## src/inc/sptc_consts.svh

```systemverilog
// Constant macros for the secondary timer compare block
`ifndef SPTC_CONSTS_SVH
`define SPTC_CONSTS_SVH
// ----------------------------------------------------------------------
// Register offsets (word index on the plain register port)
// ----------------------------------------------------------------------
`define SPTC_OFS_CTRL 4'h0
`define SPTC_OFS_ACTION 4'h1
`define SPTC_OFS_COUNTER 4'h2
`define SPTC_OFS_PERIOD 4'h3
`define SPTC_OFS_SHADOW_CMP 4'h4
`define SPTC_OFS_ACTIVE_CMP 4'h5
`define SPTC_OFS_STATUS 4'h6
`define SPTC_OFS_MODIFY 4'h7
// ----------------------------------------------------------------------
// Control register fields
// ----------------------------------------------------------------------
`define SPTC_CTRL_CLKDIV_LSB 0
`define SPTC_CTRL_PRE_BIT 3
`define SPTC_CTRL_SSC_BIT 4
`define SPTC_CTRL_ISEL_LSB 5
`define SPTC_CTRL_TEC_LSB 7
`define SPTC_CTRL_TED_LSB 10
// ----------------------------------------------------------------------
// Action register fields (write only, self clearing)
// ----------------------------------------------------------------------
`define SPTC_ACT_RUN_CLR_BIT 0
`define SPTC_ACT_RUN_SET_BIT 1
`define SPTC_ACT_RESET_BIT 2
`define SPTC_ACT_COUNT_BIT 3
`define SPTC_ACT_STE_SET_BIT 4
`define SPTC_ACT_STE_CLR_BIT 5
// ----------------------------------------------------------------------
// Status and modify register fields
// ----------------------------------------------------------------------
`define SPTC_STAT_STATE_BIT 0
`define SPTC_STAT_RUN_BIT 1
`define SPTC_STAT_STE_BIT 2
`define SPTC_MOD_SET_BIT 0
`define SPTC_MOD_CLR_BIT 1
// ----------------------------------------------------------------------
// Reset values and prescale
// ----------------------------------------------------------------------
`define SPTC_RST_WORD 16'h0000
`define SPTC_EXTRA_PRESCALE_SHIFT 8
`endif

```

## src/inc/sptc_pkg.sv

```systemverilog
// Types shared by the secondary timer compare block
package sptc_pkg;
    typedef enum logic [1:0] {
        SPTC_IN_TIMER,
        SPTC_IN_SOFT,
        SPTC_IN_RISE,
        SPTC_IN_FALL
    } sptc_isel_t;
    typedef logic [15:0] sptc_word_t;
endpackage : sptc_pkg

```

## src/hdl/sptc_timer.sv

```systemverilog
// Secondary 16-bit compare timer with prescaler, trigger start and state bit
// How it works
// - Input select 00: count clock from module clock via prescaler, plus /256 with extra prescale.
// - Clock select 000..111 divides by 1..128; extra prescale multiplies by 256.
// - Prescaler held cleared while the run bit is zero.
// - Input select 01: one step per software count event write.
// - Input select 10: one step per rising edge of external input.
// - Input select 11: one step per falling edge of external input.
// - A period lasts period value plus one count clocks.
// - Counter counts up and clears on the count clock after period match.
// - Single shot clears the run bit when the period finishes.
// - Selected primary timer event sets the run bit.
// - Trigger select picks none, a channel compare, any, period, zero-up, Hall.
// - Trigger direction gates by primary count direction, none, up, down or both.
// - Compare match whenever counter equals active compare value.
// - Active compare loads only from shadow on shadow transfer.
// - Compare event raised on each count clock that meets a match, regardless of state bit.
// - Hardware changes state bit only while running.
// - State bit set on count clock after compare match.
// - Zero match with compare match sets state bit next count clock.
// - Zero match without compare match clears state bit next count clock.
// - Software force set and clear of state bit.
// - Counter writes ignored while running, immediate while stopped.
// - Shadow transfer while stopped, or on period match with enable; enable clears.
// - Set and clear written together leave the bit unchanged.
//
// The address map and the address-and-strobe port are this design's own decisions.
`timescale 1ns/1ps
`include "sptc_consts.svh"
module sptc_timer #(
    parameter int CLKDIV_W = 3
) (
    input wire logic core_clk_i,
    input wire logic rst_b_i,
    input wire logic [3:0] reg_addr_i,
    input wire logic [15:0] reg_wdata_i,
    input wire logic reg_wr_i,
    input wire logic reg_rd_i,
    output logic [15:0] reg_rdata_o,
    input wire logic external_count_input_i,
    input wire logic primary_compare_ch0_i,
    input wire logic primary_compare_ch1_i,
    input wire logic primary_compare_ch2_i,
    input wire logic primary_period_match_i,
    input wire logic primary_zero_match_i,
    input wire logic primary_count_direction_i,
    input wire logic hall_change_i,
    output logic compare_match_event_o,
    output logic compare_state_bit_o,
    output logic period_match_signal_o,
    output logic zero_match_signal_o,
    output logic shadow_transfer_signal_o,
    output logic run_bit_o
);
    import sptc_pkg::*;

    // ------------------------------------------------------------------
    // State
    // ------------------------------------------------------------------
    logic [CLKDIV_W-1:0] clock_division_select, next_clock_division_select;
    logic extra_prescale_enable, next_extra_prescale_enable;
    logic single_shot_control, next_single_shot_control;
    sptc_isel_t count_input_select, next_count_input_select;
    logic [2:0] trigger_event_select, next_trigger_event_select;
    logic [1:0] trigger_direction_select, next_trigger_direction_select;
    logic run_bit, next_run_bit;
    logic shadow_transfer_enable, next_shadow_transfer_enable;
    sptc_word_t counter, next_counter;
    sptc_word_t active_period_register, next_active_period_register;
    sptc_word_t shadow_period, next_shadow_period;
    sptc_word_t active_compare_register, next_active_compare_register;
    sptc_word_t shadow_compare_register, next_shadow_compare_register;
    logic compare_state_bit, next_compare_state_bit;
    logic [14:0] prescale_cnt, next_prescale_cnt;
    logic ext_q, next_ext_q;
    logic [15:0] next_rdata;

    // ------------------------------------------------------------------
    // Helpers
    // ------------------------------------------------------------------
    // Division factor minus one, as a mask on the prescale counter
    function automatic logic [14:0] div_mask(input logic [2:0] sel, input logic pre);
        logic [15:0] f;
        f = 16'h0001 << sel;
        if (pre)
        begin
            f = f << `SPTC_EXTRA_PRESCALE_SHIFT;
        end
        div_mask = 15'(f - 16'h0001);
    endfunction : div_mask

    logic wr_ctrl, wr_act, wr_mod;
    logic tick, period_match, zero_match, cmp_match, trig_event, dir_ok, st_now;
    assign wr_ctrl = reg_wr_i && reg_addr_i == `SPTC_OFS_CTRL;
    assign wr_act = reg_wr_i && reg_addr_i == `SPTC_OFS_ACTION;
    assign wr_mod = reg_wr_i && reg_addr_i == `SPTC_OFS_MODIFY;

    // Comparators on the live counter
    assign period_match = counter == active_period_register;
    assign zero_match = counter == `SPTC_RST_WORD;
    assign cmp_match = counter == active_compare_register;

    // ------------------------------------------------------------------
    // Count clock selection
    // ------------------------------------------------------------------
    always_comb
    begin
        tick = 1'b0;
        unique case (count_input_select)
            SPTC_IN_TIMER: tick = run_bit &&
                (prescale_cnt == div_mask(clock_division_select, extra_prescale_enable));
            SPTC_IN_SOFT: tick = run_bit && wr_act && reg_wdata_i[`SPTC_ACT_COUNT_BIT];
            SPTC_IN_RISE: tick = run_bit && external_count_input_i && !ext_q;
            SPTC_IN_FALL: tick = run_bit && !external_count_input_i && ext_q;
        endcase
    end

    // Trigger decode: event select then direction qualifier
    always_comb
    begin
        unique case (trigger_event_select)
            3'h0: trig_event = 1'b0;
            3'h1: trig_event = primary_compare_ch0_i;
            3'h2: trig_event = primary_compare_ch1_i;
            3'h3: trig_event = primary_compare_ch2_i;
            3'h4: trig_event = primary_compare_ch0_i | primary_compare_ch1_i |
                primary_compare_ch2_i;
            3'h5: trig_event = primary_period_match_i;
            3'h6: trig_event = primary_zero_match_i && !primary_count_direction_i;
            3'h7: trig_event = hall_change_i;
        endcase
        unique case (trigger_direction_select)
            2'h0: dir_ok = 1'b0;
            2'h1: dir_ok = !primary_count_direction_i;
            2'h2: dir_ok = primary_count_direction_i;
            2'h3: dir_ok = 1'b1;
        endcase
    end

    // Shadow transfer: always while stopped, else on period match with enable
    assign st_now = !run_bit || (shadow_transfer_enable && period_match && tick);

    // ------------------------------------------------------------------
    // Next state
    // ------------------------------------------------------------------
    always_comb
    begin
        next_clock_division_select = clock_division_select;
        next_extra_prescale_enable = extra_prescale_enable;
        next_single_shot_control = single_shot_control;
        next_count_input_select = count_input_select;
        next_trigger_event_select = trigger_event_select;
        next_trigger_direction_select = trigger_direction_select;
        next_run_bit = run_bit;
        next_shadow_transfer_enable = shadow_transfer_enable;
        next_counter = counter;
        next_active_period_register = active_period_register;
        next_shadow_period = shadow_period;
        next_active_compare_register = active_compare_register;
        next_shadow_compare_register = shadow_compare_register;
        next_compare_state_bit = compare_state_bit;
        next_ext_q = external_count_input_i;
        if (wr_ctrl)
        begin
            next_clock_division_select = reg_wdata_i[`SPTC_CTRL_CLKDIV_LSB +: CLKDIV_W];
            next_extra_prescale_enable = reg_wdata_i[`SPTC_CTRL_PRE_BIT];
            next_single_shot_control = reg_wdata_i[`SPTC_CTRL_SSC_BIT];
            next_count_input_select = sptc_isel_t'(reg_wdata_i[`SPTC_CTRL_ISEL_LSB +: 2]);
            next_trigger_event_select = reg_wdata_i[`SPTC_CTRL_TEC_LSB +: 3];
            next_trigger_direction_select = reg_wdata_i[`SPTC_CTRL_TED_LSB +: 2];
        end
        if (reg_wr_i && reg_addr_i == `SPTC_OFS_PERIOD)
        begin
            next_shadow_period = reg_wdata_i;
        end
        if (reg_wr_i && reg_addr_i == `SPTC_OFS_SHADOW_CMP)
        begin
            next_shadow_compare_register = reg_wdata_i;
        end
        // Counter writes only land while stopped
        if (reg_wr_i && reg_addr_i == `SPTC_OFS_COUNTER && !run_bit)
        begin
            next_counter = reg_wdata_i;
        end
        // Period match wraps to zero, otherwise count up
        if (tick)
        begin
            next_counter = period_match ? `SPTC_RST_WORD : 16'(counter + 16'h0001);
        end
        // Counter reset action does not touch the run bit
        if (wr_act && reg_wdata_i[`SPTC_ACT_RESET_BIT])
        begin
            next_counter = `SPTC_RST_WORD;
        end
        // State bit switching, only with a count clock while running
        if (tick)
        begin
            if (zero_match)
            begin
                next_compare_state_bit = cmp_match;
            end
            else if (cmp_match)
            begin
                next_compare_state_bit = 1'b1;
            end
        end
        if (wr_mod && (reg_wdata_i[`SPTC_MOD_SET_BIT] ^ reg_wdata_i[`SPTC_MOD_CLR_BIT]))
        begin
            next_compare_state_bit = reg_wdata_i[`SPTC_MOD_SET_BIT];
        end
        // Run bit: single shot stop, then software, trigger start last
        if (tick && period_match && single_shot_control)
        begin
            next_run_bit = 1'b0;
        end
        if (wr_act && (reg_wdata_i[`SPTC_ACT_RUN_SET_BIT] ^ reg_wdata_i[`SPTC_ACT_RUN_CLR_BIT]))
        begin
            next_run_bit = reg_wdata_i[`SPTC_ACT_RUN_SET_BIT];
        end
        if (trig_event && dir_ok)
        begin
            next_run_bit = 1'b1;
        end
        // Shadow transfer moves period and compare, then drops the enable
        if (st_now)
        begin
            next_active_period_register = shadow_period;
            next_active_compare_register = shadow_compare_register;
            next_shadow_transfer_enable = 1'b0;
        end
        if (wr_act && (reg_wdata_i[`SPTC_ACT_STE_SET_BIT] ^ reg_wdata_i[`SPTC_ACT_STE_CLR_BIT]))
        begin
            next_shadow_transfer_enable = reg_wdata_i[`SPTC_ACT_STE_SET_BIT];
        end
    end

    // Prescaler cleared while stopped so the first tick after start is fixed
    always_comb
    begin
        if (!run_bit || tick)
        begin
            next_prescale_cnt = 15'h0000;
        end
        else
        begin
            next_prescale_cnt = 15'(prescale_cnt + 15'h0001);
        end
    end

    // Read mux; unmapped offsets read zero
    always_comb
    begin
        next_rdata = 16'h0000;
        if (reg_rd_i)
        begin
            unique case (reg_addr_i)
                `SPTC_OFS_CTRL: next_rdata = {4'h0, trigger_direction_select,
                    trigger_event_select, count_input_select, single_shot_control,
                    extra_prescale_enable, clock_division_select};
                `SPTC_OFS_COUNTER: next_rdata = counter;
                `SPTC_OFS_PERIOD: next_rdata = active_period_register;
                `SPTC_OFS_SHADOW_CMP: next_rdata = shadow_compare_register;
                `SPTC_OFS_ACTIVE_CMP: next_rdata = active_compare_register;
                `SPTC_OFS_STATUS: next_rdata = {13'h0000, shadow_transfer_enable,
                    run_bit, compare_state_bit};
                default: next_rdata = 16'h0000;
            endcase
        end
    end

    // ------------------------------------------------------------------
    // Registers
    // ------------------------------------------------------------------
    always_ff @(posedge core_clk_i or negedge rst_b_i)
    begin
        if (!rst_b_i)
        begin
            clock_division_select <= '0;
            extra_prescale_enable <= 1'b0;
            single_shot_control <= 1'b0;
            count_input_select <= SPTC_IN_TIMER;
            trigger_event_select <= 3'h0;
            trigger_direction_select <= 2'h0;
            run_bit <= 1'b0;
            shadow_transfer_enable <= 1'b0;
            counter <= `SPTC_RST_WORD;
            active_period_register <= `SPTC_RST_WORD;
            shadow_period <= `SPTC_RST_WORD;
            active_compare_register <= `SPTC_RST_WORD;
            shadow_compare_register <= `SPTC_RST_WORD;
            compare_state_bit <= 1'b0;
            prescale_cnt <= 15'h0000;
            ext_q <= 1'b0;
            reg_rdata_o <= 16'h0000;
            compare_match_event_o <= 1'b0;
            period_match_signal_o <= 1'b0;
            zero_match_signal_o <= 1'b0;
            shadow_transfer_signal_o <= 1'b0;
        end
        else
        begin
            clock_division_select <= next_clock_division_select;
            extra_prescale_enable <= next_extra_prescale_enable;
            single_shot_control <= next_single_shot_control;
            count_input_select <= next_count_input_select;
            trigger_event_select <= next_trigger_event_select;
            trigger_direction_select <= next_trigger_direction_select;
            run_bit <= next_run_bit;
            shadow_transfer_enable <= next_shadow_transfer_enable;
            counter <= next_counter;
            active_period_register <= next_active_period_register;
            shadow_period <= next_shadow_period;
            active_compare_register <= next_active_compare_register;
            shadow_compare_register <= next_shadow_compare_register;
            compare_state_bit <= next_compare_state_bit;
            prescale_cnt <= next_prescale_cnt;
            ext_q <= next_ext_q;
            reg_rdata_o <= next_rdata;
            compare_match_event_o <= cmp_match && tick;
            period_match_signal_o <= period_match;
            zero_match_signal_o <= zero_match;
            shadow_transfer_signal_o <= st_now;
        end
    end

    assign compare_state_bit_o = compare_state_bit;
    assign run_bit_o = run_bit;
endmodule : sptc_timer

```

## config.mk

```make
export PLATFORM = sky130hd
export DESIGN_NAME = sptc_timer
export DESIGN_NICKNAME = d
export VERILOG_FILES = /design/src/inc/sptc_pkg.sv /design/src/hdl/sptc_timer.sv
export VERILOG_INCLUDE_DIRS = /design/src /design/src/inc
export SDC_FILE = /design/constraint.sdc
export NUM_CORES = 1
export LEC_CHECK = 0
export ABC_AREA = 1
export BUFFER_PORTS_ARGS = -buffer_cell sky130_fd_sc_hd__buf_2
export CORE_MARGIN = 2
export CORE_UTILIZATION = 60
export CTS_CLUSTER_DIAMETER = 200
export DETAILED_ROUTE_END_ITERATION = 8
export GPL_TIMING_DRIVEN = 0
export HOLD_SLACK_MARGIN = 0.06
export PLACE_DENSITY = 0.79
export REMOVE_ABC_BUFFERS = 1
export SLEW_MARGIN = 20
export SYNTH_ARGS = -nofsm -noshare
export SYNTH_HDL_FRONTEND = slang
export SYNTH_SLANG_ARGS = --single-unit
```

## constraint.sdc

```tcl
create_clock -name core_clk_i -period 4.33 [get_ports core_clk_i]
set_clock_uncertainty 0.15 [all_clocks]
set_input_delay 0.2165 -clock core_clk_i [delete_from_list [all_inputs] [get_ports core_clk_i]]
set_output_delay 0.2165 -clock core_clk_i [all_outputs]
set_load 0.03 [all_outputs]
```

# Word-level counts from Yosys, hierarchy flattened
# Index checks and enable logic that the tools add are counted.
[op_classes]
muxes = 21
add_sub_neg = 3
n_lt_le_gt_ge = 0
eq_ne = 23
n_mul = 0
shifts = 1
bitwise_logic = 4
n_reduce_logical = 42
div = 0
[op_table]
columns = ["operator", "count"]
rows = [
  ["$pmux 16 s6", 1],
  ["$mux 16", 5],
  ["$mux 15", 3],
  ["$eq 16x16->1", 2],
  ["$logic_and 1x1->1", 25],
  ["$add 16x1->16 const B", 1],
  ["$eq 4x3->1 const B", 4],
  ["$logic_not 16->1", 1],
  ["$add 15x1->15 const B", 1],
  ["$eq 15x15->1", 1],
  ["$shl 1x3->15 const A", 1],
  ["$sub 15x1->15 const B", 1],
  ["$eq 3x3->1 const B", 4],
  ["$mux 1", 9],
  ["$reduce_bool 3->1", 3],
  ["$eq 2x2->1 const B", 4],
  ["$eq 4x2->1 const B", 2],
  ["$pmux 1 s4", 2],
  ["$pmux 1 s8", 1],
  ["$eq 3x2->1 const B", 2],
  ["$eq 2x1->1 const B", 2],
  ["$eq 4x1->1 const B", 1],
  ["$logic_not 1->1", 4],
  ["$logic_not 2->1", 2],
  ["other kinds (8)", 12],
]
[totals]
ff_bits = 131
rom_bits = 0
mem_bits_rw = 0
mem_count = 0
latch_bits = 0

# Longest topological paths before layout
[logic_depth]
word_depth = 12
ltp_mapped = 23

# Worst setup path after synthesis
# OpenSTA, ideal clock, no wires.
[synth_timing]
path_type = "reg-to-reg"
startpoint = "reg clock_division_select[2]"
endpoint = "reg run_bit, in the netlist run_bit_o"
path_slack_ns = 1.682
arrival_ns = 2.374
n_path_buf = 3
stages_incl_launch_ff = 21
setup_time_ns = 0.124
synth_period_minus_slack_ns = 2.648
path_cell_list = "dfrtp_1 buf_2 nor2_2 nand2_1 ha_1 nand2_1 o21ai_0 nor2_1 nand2_1 nor2_1 nand3_1 nor2_1 nand2_1 nand2_2 nand2_4 nand2_1 buf_6 buf_4 nand3_1 nand2_1 nand3_1"
[synth_between]
elab_chain_len = 10
[synth_lines]
columns = ["element", "line_no", "source"]
rows = [
  ["start, declared", "sptc_timer.sv:60", "logic [CLKDIV_W-1:0] clock_division_select, next_clock_division_select;"],
  ["start signal, assigned", "sptc_timer.sv:302", "clock_division_select <= next_clock_division_select;"],
  ["$shl 1x3->15", "sptc_timer.sv:84", "f = 16'h0001 << sel;"],
  ["$mux 15", "sptc_timer.sv:85", "if (pre)"],
  ["$mux 15", "sptc_timer.sv:109", "unique case (count_input_select)"],
  ["$sub 15x1->15", "sptc_timer.sv:89", "div_mask = 15'(f - 16'h0001);"],
  ["$eq 15x15->1", "sptc_timer.sv:111", "(prescale_cnt == div_mask(clock_division_select, extra_prescale_enable));"],
  ["$logic_and 1x1->1", "sptc_timer.sv:110", "SPTC_IN_TIMER: tick = run_bit &&"],
  ["$pmux 1 s4", "sptc_timer.sv:109", ""],
  ["$logic_and 1x1->1 (2 in a row)", "sptc_timer.sv:212", "if (tick && period_match && single_shot_control)"],
  ["$reduce_bool 3->1 (no source line)", "-", ""],
  ["end signal, assigned", "sptc_timer.sv:308", "run_bit <= next_run_bit;"],
  ["end, declared", "sptc_timer.sv:66", "logic run_bit, next_run_bit;"],
]
# No other way between the ends. The select of a mux whose other input is x is not followed.
# A chain may end at the register's enable or synchronous reset.

# Worst setup path after layout
[layout_timing]
startpoint = "reg extra_prescale_enable"
endpoint = "reg shadow_transfer_enable"
[layout_between]
elab_chain_len = 9
[layout_lines]
columns = ["element", "line_no", "source"]
rows = [
  ["start, declared", "sptc_timer.sv:61", "logic extra_prescale_enable, next_extra_prescale_enable;"],
  ["start signal, assigned", "sptc_timer.sv:303", "extra_prescale_enable <= next_extra_prescale_enable;"],
  ["$mux 15", "sptc_timer.sv:85", ""],
  ["$mux 15", "sptc_timer.sv:109", ""],
  ["$sub 15x1->15", "sptc_timer.sv:89", ""],
  ["$eq 15x15->1", "sptc_timer.sv:111", ""],
  ["$logic_and 1x1->1", "sptc_timer.sv:110", ""],
  ["$pmux 1 s4", "sptc_timer.sv:109", ""],
  ["$logic_and 1x1->1", "sptc_timer.sv:141", "assign st_now = !run_bit || (shadow_transfer_enable && period_match && tick);"],
  ["$logic_or 1x1->1", "sptc_timer.sv:141", ""],
  ["$reduce_bool 2->1 (no source line)", "-", ""],
  ["end signal, assigned", "sptc_timer.sv:309", "shadow_transfer_enable <= next_shadow_transfer_enable;"],
  ["end, declared", "sptc_timer.sv:67", "logic shadow_transfer_enable, next_shadow_transfer_enable;"],
]
# No other way between the ends. The select of a mux whose other input is x is not followed.

==> metrics.txt <==
Leak=0.00429 uW; row count=40; share of the yosys chip area belonging to registers=45.3%; CP Launch Type=register; Post-CTS Repair Setup Buffers=0; critical path peak fanout=34; Worst-path clk slew=0.06 ns; most frequent cell on the critical path=nand2_1; slew margin rel.=24.6%; Max-cap violations=0; Layout Nets=1060; first-pass GRT wire length=34.4 mm; Critical R2R Launch=extra_prescale_enable$_DFFE_PN0P_; Via density=5.83; post-synth top area share=45.3%; Final Cell Area=8340 um^2; Mapped Area=7230 um^2; CP cell instances=nor2_2, nand2_1, ha_1, inv_1, nand2_1, nand2_1, inv_1, nand2_1, nand2_1, nor2_1, nand3_1, nor2_1, nand2_1, nand2_2, nand2_4, nand2_2, nand2_4, nand2_8, o21ai_0; Reg2Reg Setup Slack=0.37 ns; synth top area cells=dfrtp_1 45%, nand2_1 16%, nand3_1 5.7%, inv_1 4.7%, o21ai_0 4.6%; core box area=11900 um^2; critical path capture point type=register; Final Critical Period=3.96 ns; Die H=114 um; placed cell area=7510 um^2; Stages on worst setup path=19; CP max stage cell=dfrtp_1; root buf cell=clkbuf_16; Critical Path RT=4.47 ns; 1st-iter DRT viols=696; wire length per cell=17.5 um; RSZ-0062 raised after global routing=no; FILL cells=1016; synth unique cells=37; largest net degree at the start of global routing=86; WP data arrival=4.10 ns; average size of a mapped cell=7.39 um^2; Slew @ Worst Pin=1.13 ns; Final HPWL DP=13.3 mm; Hold Path Class=primary input to register; delay-heaviest family, CP=simple AND/OR/NAND/NOR gates; Synth warnings=0; Num CTS Buffers=17; area leader, netlist=dfrtp_1; status=finished, final reports clean; setup violators final=0; critical path type=register to register; clk sinks=131; Ports=54; fin crit share=91.4%; Area Overhead vs Synth=15.4%; global route overflow=0; final hold vios=0; H-tree lvl count=4; I/O Buffers=53; Syn Inst Count=978; CTS max path bufs=2; R2R cell count=19; antenna-violating nets left=0; via count=6899; share of cells above drive strength 1=10.5%; drt first pass iters=7; Reg area=3280 um^2; most common cell after layout, fill and taps aside=nand2_1; CP Capture Point=shadow_transfer_enable$_DFFE_PN0P_; Power, Total=4910 uW; ant diodes=0; most frequent cells in the layout=314 x nand2_1, 130 x dfrtp_1, 90 x inv_1, 83 x nand3_1, 77 x nor2_1; Slew Limit Fails=0; pwr/cell area=588 nW/um^2; routability congestion estimate=0.971; critical path buffer and inverter count=2; Clock Latency Late Sink=0.43 ns; fmax=253 MHz; initial antenna violation count=0; Die Span X=114 um; CTS tree=done; GR Util All Layers=34.4%; #FFs+latches synth=131; delay of the slowest cell on the worst path=0.53 ns; vias in the first global route=6952; DRC viols=0; routed wire length=20.7 mm; crit path launch=extra_prescale_enable$_DFFE_PN0P_; Starting Density=60.9%; area of the multi-input gates=3420 um^2; die area=12900 um^2; reg2reg end=shadow_transfer_enable$_DFFE_PN0P_; VDD IR max=404 uV
worst min-delay path by stage:
stage                                start                                      to  depth (start not counted)
global route                 reg_addr_i[3]         compare_state_bit_o$_DFFE_PN0P_                          5
finish                       reg_addr_i[3]         compare_state_bit_o$_DFFE_PN0P_                          5
detailed placement                 rst_b_i      shadow_transfer_signal_o$_DFF_PN0_                          1
CTS                          reg_addr_i[3]         compare_state_bit_o$_DFFE_PN0P_                          5
floorplan                          rst_b_i  active_compare_register[0]$_DFFE_PN0P_                          0
global placement    external_count_input_i                         ext_q$_DFF_PN0_                          1
metrics by stage:
stage,utilization (%),TNS (ns),hold slack [ns],setup slack [ns],cells
after floorplan,-,0,-0.229,0.604,932
after global placement,63.0,-35.48,0.208,-1.10,1132
final,70.3,0,0.108,0.372,1184
after CTS,70.3,0,0.0959,0.272,1184
after detailed placement,63.3,-17.16,-0.00789,-0.551,1133
after global routing,70.3,0,0.149,0.0790,1184
worst min-delay path: stages:
cell	delay (ns)
buf_2	0.10
nor3_1	0.06
nand3_1	0.13
nand3_1	0.09
nand2_1	0.06
sequential cells by signal, summed over array words and instances, names as in the netlist:
register and flops:
active_compare_register 16, active_period_register 16, counter 16, reg_rdata_o 16
shadow_compare_register 16, shadow_period 16, prescale_cnt 15, clock_division_select 3
trigger_event_select 3, count_input_select 2, trigger_direction_select 2, compare_match_event_o 1
compare_state_bit_o 1, ext_q 1, extra_prescale_enable 1, period_match_signal_o 1
run_bit_o 1, shadow_transfer_enable 1, shadow_transfer_signal_o 1, single_shot_control 1
zero_match_signal_o 1
routing by layer:
metal	global-route usage [%]	wire length (um)
met1	44.3	8730
met2	56.8	10100
met3	7.92	1360
met4	13.2	509
met5	0	0
Yosys cell counts:
cell,count
nand2_1,316
dfrtp_1,131
inv_1,90
nand3_1,83
nor2_1,78
o21ai_0,66
clkbuf_1,32
nand4_1,29
xor2_1,29
a21oi_1,19
nor3_1,11
o22ai_1,10
nor4_1,9
xnor2_1,9
a31oi_1,8
a221oi_1,7
buf_4,6
or2_2,6
buf_2,5
ha_1,4
nand2_2,4
a2111oi_0,3
nand3b_1,3
buf_1,2
clkinv_1,2
inv_2,2
nor2_2,2
nor3_2,2
o31ai_1,2
a21oi_2,1
a32o_1,1
and3_1,1
buf_6,1
nand2_4,1
nor2_4,1
o21ai_1,1
o221ai_1,1
kinds of logic (layout without fill, tap and decap cells):
family | after synthesis | in the layout | share of synthesized area [%]
DFF | 131 | 131 | 45.3
adders and majority gates | 4 | 4 | 0.692
AOI/OAI and AO/OA | 119 | 119 | 9.31
buffers and inverters | 140 | 199 | 7.77
xor gates and xnor gates | 38 | 38 | 4.60
and+or+nand+nor | 546 | 546 | 32.3
area by class of cell:
cell class	instances	area share (%)
clock buffer	18	5.26
clock inverter	14	2.13
inverter	94	4.23
multi-input combinational	707	40.9
sequential	131	39.3
tap	147	2.20
timing repair buffer	73	5.91
report_power, final:
group	switching (uW)	internal (uW)
clock network	588	928
registers	415	1520
logic	914	538
what timing repair did:
| action | in CTS | in global routing |
|---|---|---|
| hold endpoints to repair | 188 | 0 |
| hold buffers | 19 | 0 |
| endpoints found under the setup margin | 34 | 21 |
| gates resized for setup | 4 | 1 |
(Power assumes the default switching activity.)
